===== src/rtl/sgc_map.vh =====
// sgc_map.vh: offsets, field positions, reset values and timing counts of the switch global control bank
// assumes a 125 MHz pclk and one 8-bit register per APB word
`ifndef SGC_MAP_VH
`define SGC_MAP_VH

// printed register indices; byte address is four times the index
`define SGC_IDX_GC0 8'h02
`define SGC_IDX_GC1 8'h03
`define SGC_IDX_GC2 8'h04
`define SGC_REG_W 8

// reset values
`define SGC_RST_GC0 8'h44
`define SGC_RST_GC1 8'h30
`define SGC_RST_GC2 8'hE0
`define SGC_GC2_LOW_MASK 8'hE0

// global control zero fields
`define SGC_GC0_NEW_BACKOFF 7
`define SGC_GC0_PASS_FC 3
`define SGC_GC0_LINK_AGE 0
// global control one fields
`define SGC_GC1_PASS_ALL 7
`define SGC_GC1_TX_FC 5
`define SGC_GC1_RX_FC 4
`define SGC_GC1_LEN_CHK 3
`define SGC_GC1_AGE_EN 2
`define SGC_GC1_FAST_AGE 1
`define SGC_GC1_AGGR_BACKOFF 0
// global control two fields
`define SGC_GC2_VLAN_DISCARD 7
`define SGC_GC2_STORM_BCAST_ONLY 6
`define SGC_GC2_BP_CARRIER 5

// frame length check limit
`define SGC_LEN_LIMIT 16'd1500

// timing: clock period in ns, fast age period in us, normal age period in s
`define SGC_CLK_NS 8
`define SGC_FAST_AGE_US 800
`define SGC_NORMAL_AGE_S 200
// cycles per microsecond, rounded down (shortest time)
`define SGC_CYC_PER_US (1000 / `SGC_CLK_NS)
// fast age period in cycles, an upper bound so rounded down
`define SGC_FAST_AGE_CYC (`SGC_FAST_AGE_US * 1000 / `SGC_CLK_NS)
// normal age period in microseconds
`define SGC_NORMAL_AGE_USEC (`SGC_NORMAL_AGE_S * 1000000)

`endif


===== src/rtl/sgc_apb_slave.v =====
// sgc_apb_slave.v: apb slave decoding three 8-bit control registers
// assumes an apb master on pclk; answers every access with zero wait states
`default_nettype none

module sgc_apb_slave (
    // clock and reset
    input wire pclk,
    input wire presetn,
    // apb
    input wire psel,
    input wire penable,
    input wire pwrite,
    input wire [11:0] paddr,
    input wire [31:0] pwdata,
    input wire [3:0] pstrb,
    output wire pready,
    output reg [31:0] prdata,
    output reg pslverr,
    // register contents
    output reg [7:0] gc0_ff,
    output reg [7:0] gc1_ff,
    output reg [7:0] gc2_ff
);
`include "sgc_map.vh"

    // word index from a byte address; unaligned addresses never match
    function [9:0] word_idx;
        input [11:0] a;
        begin
            word_idx = (a[1:0] == 2'b00) ? a[11:2] : 10'h3FF;
        end
    endfunction

    wire [9:0] idx = word_idx(paddr);
    wire hit0 = (idx == {2'b00, `SGC_IDX_GC0});
    wire hit1 = (idx == {2'b00, `SGC_IDX_GC1});
    wire hit2 = (idx == {2'b00, `SGC_IDX_GC2});
    wire hit = hit0 | hit1 | hit2;
    wire acc = psel & penable;
    // byte lane 0 carries the register; other lanes ignored
    wire wr = acc & pwrite & pstrb[0];

    assign pready = 1'b1;

    // register writes take effect at once, no reset needed
    always @(posedge pclk or negedge presetn) begin
        if (!presetn) begin
            gc0_ff <= `SGC_RST_GC0;
            gc1_ff <= `SGC_RST_GC1;
            gc2_ff <= `SGC_RST_GC2;
        end else if (wr) begin
            if (hit0) begin
                gc0_ff <= pwdata[7:0];
            end else if (hit1) begin
                gc1_ff <= pwdata[7:0];
            end else if (hit2) begin
                // low bits of this register belong to fields outside this bank
                gc2_ff <= (pwdata[7:0] & `SGC_GC2_LOW_MASK) | (`SGC_RST_GC2 & ~`SGC_GC2_LOW_MASK);
            end
        end
    end

    // read data and error, registered in the setup phase so they stand during access
    always @(posedge pclk or negedge presetn) begin
        if (!presetn) begin
            prdata <= 32'h00000000;
            pslverr <= 1'b0;
        end else if (psel & ~penable) begin
            pslverr <= ~hit;
            if (hit0) begin
                prdata <= {24'h000000, gc0_ff};
            end else if (hit1) begin
                prdata <= {24'h000000, gc1_ff};
            end else if (hit2) begin
                prdata <= {24'h000000, gc2_ff};
            end else begin
                prdata <= 32'h00000000;
            end
        end
    end
endmodule
`default_nettype wire


===== src/rtl/sgc_age_timer.v =====
// sgc_age_timer.v: address table aging pacer, normal, fast and link-loss sweeps
// assumes link_up is synchronous to pclk, one bit per port
`default_nettype none
`include "sgc_map.vh"

module sgc_age_timer #(
    parameter FAST_CYC = `SGC_FAST_AGE_CYC,
    parameter NORMAL_US = `SGC_NORMAL_AGE_USEC
) (
    // clock and reset
    input wire pclk,
    input wire presetn,
    // settings
    input wire age_en,
    input wire fast_en,
    input wire link_age_en,
    input wire [2:0] link_up,
    // results
    output reg age_tick_ff,
    output reg flush_all_ff,
    output reg fast_active_ff
);
    // divider reload, one less than the cycles in a microsecond
    localparam integer US_RELOAD_I = `SGC_CYC_PER_US - 1;
    localparam [6:0] US_RELOAD = US_RELOAD_I[6:0];

    reg [2:0] link_d_ff;
    reg [6:0] us_ff;
    reg [31:0] age_cnt_ff;
    reg [31:0] sweep_ff;
    wire us_tick = (us_ff == 7'd0);
    wire link_drop = |(link_d_ff & ~link_up);
    wire trig = link_age_en & link_drop;

    // microsecond enable pulse from pclk
    always @(posedge pclk or negedge presetn) begin
        if (!presetn) begin
            us_ff <= 7'd0;
        end else begin
            us_ff <= us_tick ? US_RELOAD : us_ff - 7'd1;
        end
    end

    // link loss starts a fast sweep that flushes every entry
    always @(posedge pclk or negedge presetn) begin
        if (!presetn) begin
            link_d_ff <= 3'b000;
            sweep_ff <= 32'h00000000;
            flush_all_ff <= 1'b0;
            fast_active_ff <= 1'b0;
        end else begin
            link_d_ff <= link_up;
            flush_all_ff <= trig;
            if (trig) begin
                sweep_ff <= FAST_CYC - 1;
                fast_active_ff <= 1'b1;
            end else if (sweep_ff != 32'h00000000) begin
                sweep_ff <= sweep_ff - 32'd1;
            end else begin
                fast_active_ff <= 1'b0;
            end
        end
    end

    // age tick, only with aging enabled or in a sweep: 800 us in fast mode or sweep, otherwise about 200 s
    always @(posedge pclk or negedge presetn) begin
        if (!presetn) begin
            age_cnt_ff <= 32'h00000000;
            age_tick_ff <= 1'b0;
        end else begin
            age_tick_ff <= 1'b0;
            if (!age_en && !fast_active_ff) begin
                age_cnt_ff <= 32'h00000000;
            end else if (fast_en || fast_active_ff) begin
                if (age_cnt_ff >= FAST_CYC - 1) begin
                    age_cnt_ff <= 32'h00000000;
                    age_tick_ff <= 1'b1;
                end else begin
                    age_cnt_ff <= age_cnt_ff + 32'd1;
                end
            end else if (us_tick) begin
                if (age_cnt_ff >= NORMAL_US - 1) begin
                    age_cnt_ff <= 32'h00000000;
                    age_tick_ff <= 1'b1;
                end else begin
                    age_cnt_ff <= age_cnt_ff + 32'd1;
                end
            end
        end
    end
endmodule
`default_nettype wire


===== src/rtl/sgc_top.v =====
// sgc_top.v: global control register bank of a three-port switch and the decisions it steers
// assumes apb on pclk, and engine status inputs synchronous to pclk
//
// Register access over APB is this design's own decision.
`default_nettype none
`include "sgc_map.vh"

module sgc_top #(
    parameter FAST_CYC = `SGC_FAST_AGE_CYC,
    parameter NORMAL_US = `SGC_NORMAL_AGE_USEC
) (
    // clock and reset
    input wire pclk,
    input wire presetn,
    // apb slave
    input wire psel,
    input wire penable,
    input wire pwrite,
    input wire [11:0] paddr,
    input wire [31:0] pwdata,
    input wire [3:0] pstrb,
    output wire pready,
    output wire [31:0] prdata,
    output wire pslverr,
    // link status per port
    input wire [2:0] link_up,
    // frame under classification
    input wire frm_valid,
    input wire frm_bad,
    input wire frm_is_pause,
    input wire frm_is_fc,
    input wire [15:0] frm_len_type,
    input wire [15:0] frm_actual_len,
    input wire [47:0] frm_da,
    input wire frm_known_ucast,
    input wire frm_cross_vlan,
    input wire sniffer_mode,
    input wire mirror_req,
    input wire pause_req,
    // frame verdict
    output reg fwd_ok_ff,
    output reg drop_ff,
    output reg storm_count_ff,
    output reg mirror_ok_ff,
    output reg pause_tx_ff,
    output reg pause_honor_ff,
    // mac and lookup settings
    output reg new_backoff_ff,
    output reg aggr_backoff_ff,
    output reg bp_carrier_ff,
    output reg age_tick_ff,
    output reg flush_all_ff,
    output reg fast_age_ff
);

    wire [7:0] gc0_ff;
    wire [7:0] gc1_ff;
    wire [7:0] gc2_ff;
    wire age_tick;
    wire flush_all;
    wire fast_active;

    // register file; one byte per word, live effect
    sgc_apb_slave u_bus (
        .pclk(pclk),
        .presetn(presetn),
        .psel(psel),
        .penable(penable),
        .pwrite(pwrite),
        .paddr(paddr),
        .pwdata(pwdata),
        .pstrb(pstrb),
        .pready(pready),
        .prdata(prdata),
        .pslverr(pslverr),
        .gc0_ff(gc0_ff),
        .gc1_ff(gc1_ff),
        .gc2_ff(gc2_ff)
    );

    // aging pacer
    sgc_age_timer #(
        .FAST_CYC(FAST_CYC),
        .NORMAL_US(NORMAL_US)
    ) u_age (
        .pclk(pclk),
        .presetn(presetn),
        .age_en(gc1_ff[`SGC_GC1_AGE_EN]),
        .fast_en(gc1_ff[`SGC_GC1_FAST_AGE]),
        .link_age_en(gc0_ff[`SGC_GC0_LINK_AGE]),
        .link_up(link_up),
        .age_tick_ff(age_tick),
        .flush_all_ff(flush_all),
        .fast_active_ff(fast_active)
    );

    wire pass_fc = gc0_ff[`SGC_GC0_PASS_FC];
    wire pass_all = gc1_ff[`SGC_GC1_PASS_ALL];
    wire len_chk = gc1_ff[`SGC_GC1_LEN_CHK];
    wire vlan_boundary_discard = gc2_ff[`SGC_GC2_VLAN_DISCARD];
    wire bcast_only = gc2_ff[`SGC_GC2_STORM_BCAST_ONLY];

    // verdict terms
    wire len_bad = len_chk & (frm_len_type < `SGC_LEN_LIMIT) & (frm_len_type != frm_actual_len);
    wire vlan_block = frm_cross_vlan & (vlan_boundary_discard | ~frm_known_ucast);
    wire is_bcast = &frm_da;
    wire is_mcast = frm_da[40];
    reg nxt_fwd;
    reg nxt_drop;

    // forward decision; every filter is lifted under pass-all with sniffer
    always @* begin
        nxt_fwd = 1'b1;
        // bad frames dropped by default
        if (frm_bad) begin
            nxt_fwd = 1'b0;
        end
        if (frm_is_fc && !pass_fc) begin
            nxt_fwd = 1'b0;
        end
        if (len_bad) begin
            nxt_fwd = 1'b0;
        end
        if (vlan_block) begin
            nxt_fwd = 1'b0;
        end
        // pass all frames; debug only, so it needs sniffer as well
        if (pass_all && sniffer_mode) begin
            nxt_fwd = 1'b1;
        end
        nxt_drop = frm_valid & ~nxt_fwd;
        nxt_fwd = frm_valid & nxt_fwd;
    end

    // registered verdict, one cycle after frm_valid
    always @(posedge pclk or negedge presetn) begin
        if (!presetn) begin
            fwd_ok_ff <= 1'b0;
            drop_ff <= 1'b0;
            storm_count_ff <= 1'b0;
            mirror_ok_ff <= 1'b0;
        end else begin
            fwd_ok_ff <= nxt_fwd;
            drop_ff <= nxt_drop;
            storm_count_ff <= frm_valid & (is_bcast | (~bcast_only & is_mcast));
            mirror_ok_ff <= frm_valid & mirror_req & vlan_boundary_discard;
        end
    end

    // pause handling, gated live by the enables
    always @(posedge pclk or negedge presetn) begin
        if (!presetn) begin
            pause_tx_ff <= 1'b0;
            pause_honor_ff <= 1'b0;
        end else begin
            pause_tx_ff <= pause_req & gc1_ff[`SGC_GC1_TX_FC];
            pause_honor_ff <= frm_valid & frm_is_pause & gc1_ff[`SGC_GC1_RX_FC];
        end
    end

    // mac and lookup settings, one register stage so outputs leave from flops
    always @(posedge pclk or negedge presetn) begin
        if (!presetn) begin
            new_backoff_ff <= 1'b0;
            aggr_backoff_ff <= 1'b0;
            bp_carrier_ff <= 1'b1;
            age_tick_ff <= 1'b0;
            flush_all_ff <= 1'b0;
            fast_age_ff <= 1'b0;
        end else begin
            new_backoff_ff <= gc0_ff[`SGC_GC0_NEW_BACKOFF];
            aggr_backoff_ff <= gc1_ff[`SGC_GC1_AGGR_BACKOFF];
            bp_carrier_ff <= gc2_ff[`SGC_GC2_BP_CARRIER];
            age_tick_ff <= age_tick;
            flush_all_ff <= flush_all;
            fast_age_ff <= fast_active | gc1_ff[`SGC_GC1_FAST_AGE];
        end
    end
endmodule
`default_nettype wire


===== config.mk =====
export PLATFORM = sky130hd
export DESIGN_NAME = sgc_top
export DESIGN_NICKNAME = d
export VERILOG_FILES = /design/src/rtl/sgc_apb_slave.v /design/src/rtl/sgc_age_timer.v /design/src/rtl/sgc_top.v
export VERILOG_INCLUDE_DIRS = /design/src /design/src/rtl
export SDC_FILE = /design/constraint.sdc
export NUM_CORES = 1
export LEC_CHECK = 0
export BUFFER_PORTS_ARGS = -buffer_cell sky130_fd_sc_hd__buf_2
export CELL_PAD_IN_SITES_DETAIL_PLACEMENT = 1
export CELL_PAD_IN_SITES_GLOBAL_PLACEMENT = 1
export CORE_MARGIN = 2
export CORE_UTILIZATION = 39
export DETAILED_ROUTE_END_ITERATION = 16
export PLACE_DENSITY_LB_ADDON = 0.1
export REMOVE_ABC_BUFFERS = 1
export SYNTH_ARGS = -nofsm -noshare
export SYNTH_HDL_FRONTEND = slang
export SYNTH_SLANG_ARGS = --single-unit

===== constraint.sdc =====
create_clock -name pclk -period 2.9 [get_ports pclk]
set_input_delay 0.29 -clock pclk [delete_from_list [all_inputs] [get_ports pclk]]
set_output_delay 0.29 -clock pclk [all_outputs]
set_load 0.01 [all_outputs]

==> results.cfg, run 1 <==
[outcome]
status = finished, final reports clean

[timing]
hold_viol_final = 0
setup_viol = 0
relSlewSlack_pct = 57.3
fin_hold_ws_ps = 106
fin_crit_sh_pct = 94.0
max_freq_mhz = 367
worstMarginPinSlew_ps = 640
finalSetupTns_ps = 0
fin_crit_ps = 2730
finalClockSkew_ps = 5.30
maxSlewViolCount = 0
rsz0062_at_grt = no

[finish]
fin_nets = 928
area_delta_synth_final_pct = 25.0
ff_latch_area_um2 = 2940
drive_above_1_share_pct = 28.3
nFillCells = 1786
multi_input_area_um2 = 2870
antennaDiodeCount = 0

[routing]
drt_first_pass_iters = 4
wire_per_inst_um = 16.8
viasPerCell = 5.30
wl_um = 16400
remaining_drc_errors = 0
drtAntennaViolNets = 0
drt_iter0_drc = 304
vias = 5193

[grt]
met1_usage_pct = 24.8
antenna_found_initial = 0
grt_busiest_layer = met2
grt_max_degree = 92
track_usage_pct = 20.8
gr-usage-met2_pct = 37.1
overflow = 0
met3_usage_pct = 5.20
grt_first_pass_wirelength_um = 27500
grt_pass1_vias = 5649

[floorplan]
die_w_um = 129
die_area_um2 = 16500
initial_core_util_pct = 39.8
core_um2 = 15200
io_pins = 191
fp-row-count = 45
die_y_um = 129

[place]
io_buffers = 138
dpl.hpwl_um = 11800
gp_congestion = 0.829

[cts]
clkLatencyLatePin_ps = 410
post-cts-setup-buffers = 0
cts.sinks = 117
htree_levels = 4
numCtsBuffers = 17
cts_tree = built
clockBufferDepth = 2
clk_pin_slew_worst_paths_ps = 50
root_buffer = clkbuf_16

[pwr]
p_leak_nw = 3.32
cellPowerDensity_nw_per_um2 = 518
vdd_drop_max_v = 0.000350

[synthesis]
yosysWarnings = 0
yosysSeqAreaShare_pct = 48.5
yosysUniqueCellTypes = 50
synthCells = 621
syn_area_per_cell_um2 = 9.75
synth_edf_count = 0
ys_ff_latch = 117
async_reset_ff_share_pct = 100
synth_ff_type = dfrtp_1
syn_area_um2 = 6060

[critical_path]
start_kind = flip-flop
critical_path_required_ps = 3250
rr_worst_depth = 6
end_kind = flip-flop
crit_type = flip-flop to flip-flop
cp.arrival_ps = 3080
crit_path_max_fanout = 5
reg2reg_slack_ps = 170

[job]
maxCapViolCount = 0

[min_path]
hold_path_depth = 2
hold_path_class = input pin to flip-flop
## sequential cells by signal (all words and copies together) (netlist names), 3 cells and up
| name | cells |
|---|---|
| u_bus.gc0_ff | 8 |
| u_bus.prdata | 8 |
| u_age.age_cnt_ff | 32 |
| u_age.link_d_ff | 3 |
| u_age.us_ff | 7 |
| u_bus.gc1_ff | 8 |
| u_age.sweep_ff | 32 |
| u_bus.gc2_ff | 3 |
## layer usage
metal  vias to the layer above  wire length [um]
li1                       2484                 -
met1                      2564              7240
met2                       129              8220
met3                        16               776
met4                         0               189
met5                         -                 0
## through the flow
stage / total power (W) / setup slack (ps) / area (um2) / utilization, % / std cells
floorplan: 0.00180 / -48.0 / 5870 / - / 597
global placement: 0.00194 / 212 / 6970 / 45.9 / 944
detailed placement: 0.00195 / 179 / 6970 / 45.9 / 944
CTS: 0.00397 / 157 / 7570 / 49.8 / 980
global route: 0.00407 / 42.2 / 7570 / 49.8 / 980
finish: 0.00392 / 174 / 7570 / 49.8 / 980
## kinds of logic (layout without fill, tap and decap cells)
family	count (synthesis)	after routing	share of synthesized area, %
buffers and inverters	63	211	5.47
muxes	24	24	4.36
xor gates and xnor gates	59	59	8.53
DFF	117	117	48.5
adders and majority gates	4	4	0.826
and+or+nand+nor	276	276	23.9
other	2	25	0.124
AOI/OAI and AO/OA	76	76	8.26
## final timing paths
path	from	to
max in group asynchronous	presetn	u_bus.gc1_ff[5]
min in group asynchronous	presetn	u_age.age_cnt_ff[6]
min	pause_req	pause_tx_ff
max	u_age.sweep_ff[8]	u_age.sweep_ff[25]
min reg2reg	u_bus.gc2_ff[5]	bp_carrier_ff
max reg2reg	u_age.sweep_ff[8]	u_age.sweep_ff[25]
## timing repair
action,4_1_cts,5_1_grt
hold buffers,4,0
endpoints found under the hold margin,29,0
resized for setup,0,0
## synth_stat cells (5+ instances only)
cell / number / area, um2
o21ai_0: 17 / 85.1
and4_1: 5 / 43.8
o31ai_1: 9 / 67.6
nand2_1: 56 / 210
nor3_1: 19 / 95.1
mux2_2: 19 / 214
mux2i_1: 5 / 50.1
nand3_1: 29 / 145
inv_1: 16 / 60.1
nand2b_1: 7 / 43.8
or3_1: 7 / 43.8
or2_2: 7 / 43.8
xnor2_1: 14 / 123
or4_1: 8 / 60.1
dfstp_2: 8 / 210
buf_4: 25 / 188
clkbuf_1: 21 / 78.8
nor2_1: 58 / 218
nor4_1: 19 / 119
and3_1: 10 / 62.6
nand4_1: 28 / 175
dfrtp_1: 109 / 2730
a21oi_1: 16 / 80.1
xor2_1: 45 / 394
a31oi_1: 10 / 62.6
o211ai_1: 7 / 52.6
## where the power goes
part / internal [W] / switching [W] / total [W]
logic: 0.000103 / 0.000124 / 0.000227
clock network: 0.00129 / 0.000707 / 0.00199
registers: 0.00167 / 0.0000329 / 0.00170
total: 0.00306 / 0.000863 / 0.00392
## critical path, cell delays in order (launching register included)
cell and delay (ps):
dfrtp_1 410, or4_4 570, or4b_1 570, a2111oi_4 410
nand2_1 190, or4_1 440, nand2_1 80
## final cells by class
cell class,count,area share (%)
multi-input combinational,464,38.0
inverter,16,0.793
tap,188,3.11
timing repair buffer,163,11.9
clock buffer,28,6.82
sequential,117,38.8
clock inverter,4,0.595
## placed cells by master (no fill, tap or decap), types with 19 or more instances in the layout
cell type,netlist,layout
nand4_1,28,28
nor2_1,58,58
nand2_1,56,56
nor3_1,19,19
buf_2,1,137
buf_4,25,21
xor2_1,45,45
conb_1,2,25
nor4_1,19,19
mux2_2,19,19
nand3_1,29,29
dfrtp_1,109,109
No activity file was read; power rests on OpenSTA's default activity.
==> run 2: changes to the inputs <==
SETUP_SLACK_MARGIN = 0.5   (was default)
==> results.cfg, run 2 (synthesis results as in run 1) <==
[pwr]
pwr-share-seq_pct = 43.3
power.switching_w = 0.000863
intPower_w = 0.00306
vdd_drop_max_v = 0.000349
swShare_pct = 22.0
clkPwrFrac_pct = 50.8
cellPowerDensity_nw_per_um2 = 495
power.total_w = 0.00392
p_leak_nw = 3.49
share_comb_of_total_power_pct = 5.8

[timing]
rsz0062_at_grt = yes
setup_viol = 0
relSlewSlack_pct = 57.5
hold_viol_final = 0
finalClockSkew_ps = 5.56
finalSetupTns_ps = 0
maxSlewViolCount = 0
max_freq_mhz = 396
fin_crit_ps = 2520
worstMarginPinSlew_ps = 637
fin_crit_sh_pct = 87.0

[finish]
ff_latch_area_um2 = 2940
nFillCells = 1764
antennaDiodeCount = 0
fin_nets = 949
area_delta_synth_final_pct = 30.9
multi_input_area_um2 = 3060
final_common_cell = buf_2
final_cell_mix = buf_2 (138), dfrtp_1 (106), nor2_1 (57), nand2_1 (55), xor2_1 (44)
drive_above_1_share_pct = 33.8
largestRegisters = u_age.age_cnt_ff: 32 flops, u_age.sweep_ff: 32 flops

[critical_path]
crit_path_top_delay_cell = or4_4
r2r_end = u_age.sweep_ff[30]
crit_type = flip-flop to flip-flop
cpMostUsedCell = or4_4
start_kind = flip-flop
crit_buf_inv = 0
reg2reg_slack_ps = 380
rr_worst_depth = 6
cp.arrival_ps = 2860
critPathMaxStageDelay_ps = 550
crit_path_max_fanout = 3
crit_family = simple AND/OR/NAND/NOR gates
critical_path_required_ps = 3240
end_kind = flip-flop
path_cells = or4_4 -> or4b_4 -> a2111oi_4 -> nand2_2 -> or4_4 -> a21oi_2
r2r-start = u_age.sweep_ff[8]

[routing]
drt_iter0_drc = 252
vias = 5339
wire_per_inst_um = 17.4
drtAntennaViolNets = 0
remaining_drc_errors = 0
viasPerCell = 5.33
wl_um = 17400
drt_first_pass_iters = 4

[floorplan]
die_w_um = 129
fp-row-count = 45
core_um2 = 15200
initial_core_util_pct = 39.8
die_y_um = 129
io_pins = 191
die_area_um2 = 16500

[cts]
clkLatencyLatePin_ps = 420
cts_tree = built
cts.sinks = 117
htree_levels = 4
clk_pin_slew_worst_paths_ps = 50
clockBufferDepth = 2
root_buffer = clkbuf_16
numCtsBuffers = 17

[grt]
grt_max_degree = 92
grt_first_pass_wirelength_um = 28200
antenna_found_initial = 0
overflow = 0
grt_pass1_vias = 5809
track_usage_pct = 21.4

[min_path]
hp-start = pause_req
whs_endpoint = pause_tx_ff
hold_path_depth = 2
hold_path_class = input pin to flip-flop

[place]
dpl.hpwl_um = 11800
gp_congestion = 0.829
io_buffers = 138

[job]
maxCapViolCount = 0

[outcome]
status = finished, final reports clean
## run 2: changes by cell type in the layout (fill, tap and decap cells not counted), moves of 4 or more
cell,delta
buf_4,+16
nor4_1,-5
nand3_1,-4
nand3_2,+4
nor4_2,+4
## run 2: how the worst max path moves through the flow
stage	start	to	cells past startpoint
floorplan	u_age.age_cnt_ff[0]	u_age.age_cnt_ff[11]	7
global placement	u_age.sweep_ff[8]	u_age.sweep_ff[30]	6
CTS	u_age.sweep_ff[8]	u_age.sweep_ff[30]	6
detailed placement	u_age.sweep_ff[8]	u_age.sweep_ff[30]	6
finish	u_age.sweep_ff[8]	u_age.sweep_ff[30]	6
global route	u_age.sweep_ff[8]	u_age.sweep_ff[27]	8
## run 2: timing repair
action | in CTS | in global routing
setup buffers | 10 | 9
hold endpoints to repair | 29 | 0
resized for setup | 13 | 32
cloned | 1 | 1
setup endpoints to repair | 58 | 65
hold buffers | 4 | 0
pin swaps | 8 | 9
## run 2: cell type report
class                      count  area share (%)
inverter                      16           0.758
clock buffer                  28            6.52
sequential                   117            37.1
tap                          188            2.97
multi-input combinational    464            38.6
clock inverter                 4           0.568
timing repair buffer         184            13.5
## run 2: power by group through the flow
stage	Combinational (W)	Clock, W	Sequential, W
global placement	0.000217	0	0.00172
floorplan	0.0000773	0	0.00172
detailed placement	0.000226	0	0.00172
global route	0.000257	0.00211	0.00171
CTS	0.000232	0.00204	0.00170
finish	0.000228	0.00199	0.00170
## run 2: worst reg2reg max path: cells and delay by family, from the launching register on
kind            cells  cell delay (ps)
simple gates        4             1640
compound gates      2              430
flops               1              390
## run 2: metal layers
layer / up-vias / global-route usage, % / part of all wire, %
met1: 2662 / 25.3 / 43
met2: 136 / 38.2 / 51
met3: 18 / 5.61 / 4.8
met4: 0 / 7.03 / 1.0
li1: 2523 / - / -
met5: - / 0 / 0
## run 2: per-stage QoR
step / cells / utilization (%) / worst slack (ps) / cell area, um2 / hold slack (ps)
after detailed placement: 944 / 45.9 / 179 / 6970 / 246
final: 1001 / 52.1 / 376 / 7930 / 106
after global routing: 1001 / 52.1 / 262 / 7930 / 114
after CTS: 991 / 50.7 / 334 / 7710 / 96.2
after floorplan: 597 / - / -48.0 / 5870 / -5.59
after global placement: 944 / 45.9 / 212 / 6970 / 227
